**config.mk**
```make
export PLATFORM = sky130hd
export DESIGN_NAME = ssr_top
export DESIGN_NICKNAME = d
export VERILOG_FILES = /design/src/design/ssr_pkg.sv /design/src/design/ssr_status_if.sv /design/src/design/ssr_sync.sv /design/src/design/ssr_top.sv
export SDC_FILE = /design/constraint.sdc
export NUM_CORES = 1
export LEC_CHECK = 0
export BUFFER_PORTS_ARGS = -buffer_cell sky130_fd_sc_hd__buf_4
export CAP_MARGIN = 30
export CORE_MARGIN = 2
export CORE_UTILIZATION = 54
export CTS_BUF_LIST = sky130_fd_sc_hd__clkbuf_2
export DETAILED_ROUTE_END_ITERATION = 12
export MAX_ROUTING_LAYER = met4
export PLACE_DENSITY = 0.82
export SYNTH_ARGS = -nofsm -noshare
export SYNTH_HDL_FRONTEND = slang
export SYNTH_HIERARCHICAL = 1
export SYNTH_SLANG_ARGS = --single-unit
```
**constraint.sdc**
```tcl
create_clock -name core_clk -period 1.73 [get_ports core_clk]
set_clock_uncertainty 0.2 [all_clocks]
set_input_delay 0.2595 -clock core_clk [delete_from_list [all_inputs] [get_ports core_clk]]
set_output_delay 0.2595 -clock core_clk [all_outputs]
set_load 0.005 [all_outputs]
```
**src/design/ssr_pkg.sv**
```systemverilog
// Package of offsets, bit positions and reset values for the status summary registers
`default_nettype none
package ssr_pkg;

    // Number of channels reporting an input error
    localparam int SSR_NUM_CH = 4;

    // Register indices; byte address is base plus four times the index
    localparam logic [11:0] SSR_UNIT_SUMMARY_IDX = 12'h000;
    localparam logic [11:0] SSR_MEM_FAULT_IDX = 12'h001;
    localparam logic [11:0] SSR_CHAN_STATUS_IDX = 12'h001;

    // Area bases and channel stride
    localparam logic [11:0] SSR_UNIT_AREA_BASE = 12'h000;
    localparam logic [11:0] SSR_CHAN_AREA_BASE = 12'h100;
    localparam logic [11:0] SSR_CHAN_STRIDE = 12'h020;

    // Event registers
    localparam logic [11:0] SSR_EVT_STATUS_ADDR = 12'h040;
    localparam logic [11:0] SSR_EVT_CLEAR_ADDR = 12'h044;
    localparam logic [11:0] SSR_EVT_ENABLE_ADDR = 12'h048;

    // Channel status word bits
    localparam int SSR_CH_INPUT_ERR_BIT = 6;
    localparam int SSR_CH_WRITE_OK_BIT = 25;

    // Unit summary word bits
    localparam int SSR_SUM_MEM_BIT = 0;
    localparam int SSR_SUM_CFG_BIT = 1;
    localparam int SSR_SUM_CHAN_BIT = 2;
    localparam int SSR_SUM_EXP_COMM_BIT = 4;
    localparam int SSR_SUM_IO_ERR_BIT = 10;
    localparam int SSR_SUM_LOW_IO_ERR_BIT = 11;
    localparam int SSR_SUM_IO_ALARM_BIT = 12;
    localparam int SSR_SUM_LOW_IO_ALARM_BIT = 13;
    localparam int SSR_SUM_IO_NOTIFY_BIT = 14;

    // Memory fault word bits
    localparam int SSR_MF_NVM_BIT = 4;
    localparam int SSR_MF_CAL_BIT = 5;
    localparam int SSR_MF_SETTING_BIT = 6;
    localparam int SSR_MF_CFG_REG_BIT = 8;
    localparam int SSR_MF_MODEL_BIT = 9;
    localparam int SSR_MF_MISMATCH_BIT = 12;

    // Reset values
    localparam logic [15:0] SSR_EVT_ENABLE_RST = 16'h0000;
    localparam logic [15:0] SSR_EVT_STATUS_RST = 16'h0000;
    localparam logic [31:0] SSR_PRDATA_RST = 32'h0000_0000;
    localparam logic [1:0] SSR_SYNC_RST = 2'h0;

    // Byte address of a word from its area base and index
    function automatic logic [11:0] ssr_word_addr(input logic [11:0] base,
                                                  input logic [11:0] idx);
        return 12'(base + {idx[9:0], 2'b00});
    endfunction : ssr_word_addr

endpackage : ssr_pkg
`default_nettype wire

```
**src/design/ssr_status_if.sv**
```systemverilog
// Interface carrying synchronised condition levels to the register bank
`timescale 1ns/1ps
`default_nettype none
interface ssr_status_if import ssr_pkg::*; ();
    logic [5:0] mem_fault;
    logic cfg_err;
    logic exp_comm_fail;
    logic io_err;
    logic low_io_err;
    logic io_alarm;
    logic low_io_alarm;
    logic io_notify;
    logic [SSR_NUM_CH-1:0] ch_input_err;

    modport src (output mem_fault, cfg_err, exp_comm_fail, io_err, low_io_err,
                 io_alarm, low_io_alarm, io_notify, ch_input_err);
    modport dst (input mem_fault, cfg_err, exp_comm_fail, io_err, low_io_err,
                 io_alarm, low_io_alarm, io_notify, ch_input_err);
endinterface : ssr_status_if
`default_nettype wire

```
**src/design/ssr_sync.sv**
```systemverilog
// Two-stage synchronisers for the asynchronous condition inputs
`timescale 1ns/1ps
`default_nettype none
module ssr_sync import ssr_pkg::*; #(
    parameter int WIDTH = 13 + SSR_NUM_CH
) (
    // Clock and reset
    input wire logic core_clk,
    input wire logic rst_n,
    // Raw levels from pins
    input wire logic [WIDTH-1:0] raw,
    // Synchronised levels
    ssr_status_if.src stat
);
    logic [WIDTH-1:0] meta;
    logic [WIDTH-1:0] held;

    // First stage feeds only the second stage
    always_ff @(posedge core_clk or negedge rst_n) begin
        if (!rst_n) begin
            meta <= '0;
            held <= '0;
        end else begin
            meta <= raw;
            held <= meta;
        end
    end

    // Unpack into the named fields
    assign stat.mem_fault = held[5:0];
    assign stat.cfg_err = held[6];
    assign stat.exp_comm_fail = held[7];
    assign stat.io_err = held[8];
    assign stat.low_io_err = held[9];
    assign stat.io_alarm = held[10];
    assign stat.low_io_alarm = held[11];
    assign stat.io_notify = held[12];
    assign stat.ch_input_err = held[WIDTH-1:13];
endmodule : ssr_sync
`default_nettype wire

```
**src/design/ssr_top.sv**
```systemverilog
// Status summary register bank with APB slave and event interrupt
//
// Chosen here: register access over APB.
`timescale 1ns/1ps
`default_nettype none
module ssr_top import ssr_pkg::*; (
    // Clock and reset
    input wire logic core_clk,
    input wire logic rst_n,
    // APB slave
    input wire logic [11:0] paddr,
    input wire logic psel,
    input wire logic penable,
    input wire logic pwrite,
    input wire logic [31:0] pwdata,
    output logic [31:0] prdata,
    output logic pready,
    output logic pslverr,
    // Asynchronous condition inputs
    input wire logic [5:0] mem_fault_in,
    input wire logic cfg_err_in,
    input wire logic exp_comm_fail_in,
    input wire logic io_err_in,
    input wire logic low_io_err_in,
    input wire logic io_alarm_in,
    input wire logic low_io_alarm_in,
    input wire logic io_notify_in,
    input wire logic [SSR_NUM_CH-1:0] ch_input_err_in,
    // Interrupt
    output logic irq
);
    ssr_status_if stat ();

    logic [15:0] unit_summary_status;
    logic [15:0] memory_fault_status;
    logic [31:0] channel_status_word [SSR_NUM_CH];
    logic mem_any;
    logic chan_any;
    logic [15:0] summary_prev;
    logic [15:0] evt_status;
    logic [15:0] evt_enable;
    logic [31:0] next_prdata;
    logic next_pslverr;

    // Condition pins are asynchronous; resynchronise them all
    ssr_sync u_sync (
        .core_clk(core_clk),
        .rst_n(rst_n),
        .raw({ch_input_err_in, io_notify_in, low_io_alarm_in, io_alarm_in,
              low_io_err_in, io_err_in, exp_comm_fail_in, cfg_err_in, mem_fault_in}),
        .stat(stat)
    );

    // Memory fault word; all other bits stay zero
    always_comb begin
        memory_fault_status = 16'h0000;
        memory_fault_status[SSR_MF_NVM_BIT] = stat.mem_fault[0];
        memory_fault_status[SSR_MF_CAL_BIT] = stat.mem_fault[1];
        memory_fault_status[SSR_MF_SETTING_BIT] = stat.mem_fault[2];
        memory_fault_status[SSR_MF_CFG_REG_BIT] = stat.mem_fault[3];
        memory_fault_status[SSR_MF_MODEL_BIT] = stat.mem_fault[4];
        memory_fault_status[SSR_MF_MISMATCH_BIT] = stat.mem_fault[5];
    end

    // Aggregates; mem_any is taken from the fault word itself so the two never disagree, chan_any from stat.ch_input_err
    assign mem_any = |memory_fault_status;
    assign chan_any = |stat.ch_input_err;

    // Unit summary word
    always_comb begin
        unit_summary_status = 16'h0000;
        unit_summary_status[SSR_SUM_MEM_BIT] = mem_any;
        unit_summary_status[SSR_SUM_CFG_BIT] = stat.cfg_err;
        unit_summary_status[SSR_SUM_CHAN_BIT] = chan_any;
        unit_summary_status[SSR_SUM_EXP_COMM_BIT] = stat.exp_comm_fail;
        unit_summary_status[SSR_SUM_IO_ERR_BIT] = stat.io_err;
        unit_summary_status[SSR_SUM_LOW_IO_ERR_BIT] = stat.low_io_err;
        unit_summary_status[SSR_SUM_IO_ALARM_BIT] = stat.io_alarm;
        unit_summary_status[SSR_SUM_LOW_IO_ALARM_BIT] = stat.low_io_alarm;
        unit_summary_status[SSR_SUM_IO_NOTIFY_BIT] = stat.io_notify;
    end

    // One channel status word per channel
    always_comb begin
        for (int c = 0; c < SSR_NUM_CH; c++) begin
            channel_status_word[c] = 32'h0000_0000;
            channel_status_word[c][SSR_CH_INPUT_ERR_BIT] = stat.ch_input_err[c];
            channel_status_word[c][SSR_CH_WRITE_OK_BIT] = 1'b1;
        end
    end

    // Bus phase decode
    wire setup_phase = psel & ~penable;
    wire access_wr = psel & penable & pwrite;

    // Address decode
    wire hit_summary = paddr == ssr_word_addr(SSR_UNIT_AREA_BASE, SSR_UNIT_SUMMARY_IDX);
    wire hit_memfault = paddr == ssr_word_addr(SSR_UNIT_AREA_BASE, SSR_MEM_FAULT_IDX);
    wire hit_evt_status = paddr == SSR_EVT_STATUS_ADDR;
    wire hit_evt_clear = paddr == SSR_EVT_CLEAR_ADDR;
    wire hit_evt_enable = paddr == SSR_EVT_ENABLE_ADDR;
    wire [11:0] chan_off = 12'(paddr - SSR_CHAN_AREA_BASE);
    wire chan_in_area = (paddr >= SSR_CHAN_AREA_BASE) &&
                        (chan_off < 12'(SSR_CHAN_STRIDE * SSR_NUM_CH));
    wire [1:0] chan_sel = 2'(chan_off / SSR_CHAN_STRIDE);
    wire [11:0] chan_word = 12'(chan_off % SSR_CHAN_STRIDE);
    wire hit_chan = chan_in_area &&
                    chan_word == ssr_word_addr(12'h000, SSR_CHAN_STATUS_IDX);
    wire hit_any = hit_summary | hit_memfault | hit_evt_status | hit_evt_clear |
                   hit_evt_enable | hit_chan;

    // Read data select; clear register is write-only and reads zero
    assign next_prdata =
        hit_summary ? {16'h0000, unit_summary_status} :
        hit_memfault ? {16'h0000, memory_fault_status} :
        hit_chan ? channel_status_word[chan_sel] :
        hit_evt_status ? {16'h0000, evt_status} :
        hit_evt_enable ? {16'h0000, evt_enable} :
        32'h0000_0000;
    assign next_pslverr = ~hit_any;

    // Zero wait states: data is captured in setup, so access always completes
    assign pready = 1'b1;

    // Answer registered in setup phase, stands through the access phase
    always_ff @(posedge core_clk or negedge rst_n) begin
        if (!rst_n) begin
            prdata <= SSR_PRDATA_RST;
            pslverr <= 1'b0;
        end else if (setup_phase) begin
            prdata <= pwrite ? SSR_PRDATA_RST : next_prdata;
            pslverr <= next_pslverr;
        end
    end

    // Only the enable and clear registers accept writes; status words ignore them
    wire wr_enable = access_wr & hit_evt_enable;
    wire wr_clear = access_wr & hit_evt_clear;
    wire [15:0] clear_mask = wr_clear ? pwdata[15:0] : 16'h0000;
    wire [15:0] rise = unit_summary_status & ~summary_prev;
    wire [15:0] next_evt_status = (evt_status & ~clear_mask) | rise;

    // Sticky events on rising summary bits; a new rise beats a clear
    always_ff @(posedge core_clk or negedge rst_n) begin
        if (!rst_n) begin
            summary_prev <= 16'h0000;
            evt_status <= SSR_EVT_STATUS_RST;
        end else begin
            summary_prev <= unit_summary_status;
            evt_status <= next_evt_status;
        end
    end

    // Interrupt enable register
    always_ff @(posedge core_clk or negedge rst_n) begin
        if (!rst_n) begin
            evt_enable <= SSR_EVT_ENABLE_RST;
        end else if (wr_enable) begin
            evt_enable <= pwdata[15:0];
        end
    end

    // Level interrupt from flops only
    assign irq = |(evt_status & evt_enable);

endmodule : ssr_top
`default_nettype wire

```
==> summary.md <==
| Metric | Value |
|---|---|
| Final WL | 9.45 mm |
| Insertion delay to the later sink of the worst-skew pair | 540 ps |
| Clock root buffer | clkbuf_2 |
| Most frequent cells in the layout | buf_4 (95), dfrtp_1 (93), dlygate4sd3_1 (45) |
| Lkg Pwr | 0.00246 uW |
| First-pass GRT wire length | 14.5 mm |
| Count of input and output buffers | 68 |
| Pwr dens | 712 nW/um^2 |
| Syn Std Cell Area | 3760 um^2 |
| Post-synthesis average cell area | 12.6 um^2 |
| Highest routed layer | met4 |
| HP Class | in2reg |
| Core area | 6760 um^2 |
| Main area contributors after synthesis | dfrtp_1 (62%), mux2_4 (4.0%), mux2i_1 (3.7%), buf_4 (3.6%), o21ai_0 (2.9%) |
| Initial antenna violation count | 0 |
| Worst-path cell chain | a22o_1, a221oi_2, nand4_1, buf_4 |
| Yosys warning total | 6 |
| Layout area overhead | 36.4% |
| Crit share post-route | 1.31 |
| Top FF cell, synth | dfrtp_1 |
| Global route overflow | 0 |
| Worst Setup EP | irq |
| Clock Path Buffers | 2 |
| Synth top area share | 0.619 |
| Die X | 87.4 um |
| Synth cell types | 43 |
| Die ar. | 7640 um^2 |
| I/O pin count | 101 |
| Critical path required time | 1270 ps |
| Share of layout cells above drive strength 1 | 0.324 |
| Maximum number of pins on one net before global-route repair | 37 |
| FF-to-FF End | prdata[0]$_DFFE_PN0P_ |
| Slowest stage delay, CP | 470 ps |
| DR iter-0 viols | 187 |
| Async set or reset register ratio after synthesis | 1.00 |
| Reg-to-Reg Start | u_sync/held[3]$_DFF_PN0_ |
| Critical Path Source | evt_enable[13]$_DFFE_PN0P_ |
| Most common cell after layout, fill and taps aside | buf_4 |
| Worst r2r path cells | 3 |
| Seq/Total Area, Yosys | 0.619 |
| Ant diodes | 0 |
| Die Ht | 87.4 um |
| Placed Area | 4480 um^2 |
| Failing checks | hold timing, setup timing |
| CP Depth | 4 |
| Final critical-path setup slack | -529 ps |
| Slowest-stage cell, CP | dfrtp_1 |
| RSZ-0062 raised after global routing | yes |
| # DRC | 0 |
| Met1 Routed Length | 3.75 mm |
| Fin. Hold Viols | 3 |
| Pre-Repair DR Iteration Count | 4 |
| CP startpoint kind | flop |
| Total global-route track usage | 0.264 |
| Total Power | 3650 uW |
| Crit path max-delay family | flip-flops |
| Final Max Slew Viols | 0 |
| Starting Density | 0.556 |
| RD Place Congestion | 0.938 |
| Rows | 30 |
| Crit Path Max Fanout | 2 |
| Post-synth EDFFs | 0 |
| Worst hold slack | -127 ps |
| Vias in the first global route | 2955 |
| Post-detail-place hpwl | 5.86 mm |
| Leading area contributor after synthesis | dfrtp_1 |
| Cells after Synth | 299 |
| Crit Path Category | reg2out |
| Met2 routed wirelength | 4.98 mm |
| CTS H-tree lvls | 3 |
| Detail Route Antenna Nets | 0 |
| Num CTS Buffers | 9 |
| Vias per inst | 5.62 |
| Routed wl met3 | 490 um |
| Worst-path clk slew | 230 ps |
| Count of final setup violators | 45 |
| Max-Cap Viols | 0 |
| Arrival time worst endpoint | 1800 ps |
| Num Clock Sinks | 93 |
| Sum of buffers and inverters on the critical path | 1 |
| Vias | 2944 |
| Min Tclk post-route | 2260 ps |
| Fmax achieved | 0.443 GHz |
| Wire per inst | 18.0 um |
| Post-route cell area | 5130 um^2 |
| Synth Register Bits | 93 |
| Outcome | finished with violations |
| CTS tree | done |
| Critical Path Sink Type | primary output |
| Max IR drop VDD | 0.591 mV |
| Final net count | 505 |
| R2R Setup Slk | 90 ps |
## synthesized netlist by cell type, types with 4 or more instances
| cell type | instances |
|---|---|
| o21ai_0 | 22 |
| mux2_2 | 7 |
| a221oi_1 | 4 |
| clkbuf_1 | 5 |
| nor2_1 | 9 |
| inv_1 | 17 |
| nand3_1 | 14 |
| buf_4 | 18 |
| dfrtp_1 | 93 |
| a22o_1 | 4 |
| mux2i_1 | 14 |
| o221ai_1 | 9 |
| mux2_4 | 10 |
| nand2_1 | 19 |
| a21boi_0 | 7 |
| nand4_1 | 4 |
## layer usage
layer | vias to the layer above | GRT usage
met5 | - | -
li1 | 1313 | -
met1 | 1482 | 0.325
met2 | 124 | 0.428
met4 | 0 | 0.101
met3 | 25 | 0.0578
## state kept, by name (all words and copies together), names as in the netlist
| signal | cells |
|---|---|
| u_sync/held | 17 |
| evt_status | 16 |
| u_sync/meta | 17 |
| prdata | 17 |
| pslverr | 1 |
| evt_enable | 16 |
| summary_prev | 9 |
## through the flow
step	setup WS (ps)	util	hold slack [ps]	instances	setup TNS (ps)
after global routing	-586	0.759	-158	524	-6280
after global placement	-204	0.663	10.2	458	-4660
after detailed placement	-238	0.663	18.4	458	-5970
after CTS	-496	0.755	-92.7	524	-6490
after floorplan	-33.7	-	-236	313	-337
final	-529	0.759	-127	524	-5710
## cells by family (layout without fill, tap and decap cells)
kind of cell | after synthesis | count (layout) | share of synthesized area
AO/OA/AOI/OAI | 60 | 60 | 0.112
buffers and inverters | 45 | 176 | 0.0659
AND/OR/NAND/NOR | 68 | 68 | 0.103
multiplexers | 31 | 31 | 0.0982
flip-flops | 93 | 93 | 0.619
other | 2 | 16 | 0.00200
## worst reg2reg max path: cells and delay by family, from the launching register on
| family | cells | cell delay, ps |
|---|---|---|
| simple gates | 2 | 720 |
| flops | 1 | 430 |
| compound gates | 1 | 180 |
## layout make-up
| cell class | instances | area, um^2 |
|---|---|---|
| Multi-Input combinational cell | 175 | 1300 |
| Clock buffer | 9 | 45.0 |
| Clock inverter | 7 | 66.3 |
| Sequential cell | 93 | 2330 |
| Timing Repair Buffer | 143 | 1220 |
| Fill cell | 402 | 1630 |
| Inverter | 17 | 63.8 |
| Tap cell | 80 | 100 |
## power breakdown
part	internal (uW)	switching (uW)	leakage, uW
clock	321	706	0.0000613
sequential	2230	20.1	0.00114
combinational	200	179	0.00125
total	2750	904	0.00246
## worst min-delay path by stage
stage | slack [ps] | to | depth (start not counted) | start
floorplan | -240 | evt_enable[0]$_DFFE_PN0P_ | 0 | rst_n
global placement | 10 | prdata[10]$_DFFE_PN0P_ | 1 | rst_n
detailed placement | 20 | prdata[10]$_DFFE_PN0P_ | 1 | rst_n
CTS | -90 | prdata[6]$_DFFE_PN0P_ | 4 | paddr[9]
global route | -160 | prdata[25]$_DFFE_PN0P_ | 4 | paddr[10]
finish | -130 | prdata[25]$_DFFE_PN0P_ | 4 | paddr[10]
## what timing repair did
action	in CTS	in global routing
gates resized for setup	3	6
hold buffers	46	2
endpoints found under the setup margin	1	50
gates cloned	0	0
endpoints found under the hold margin	150	4
setup buffers	4	1
pin swaps	0	4
Note: power is estimated with default switching activity, not from simulation.
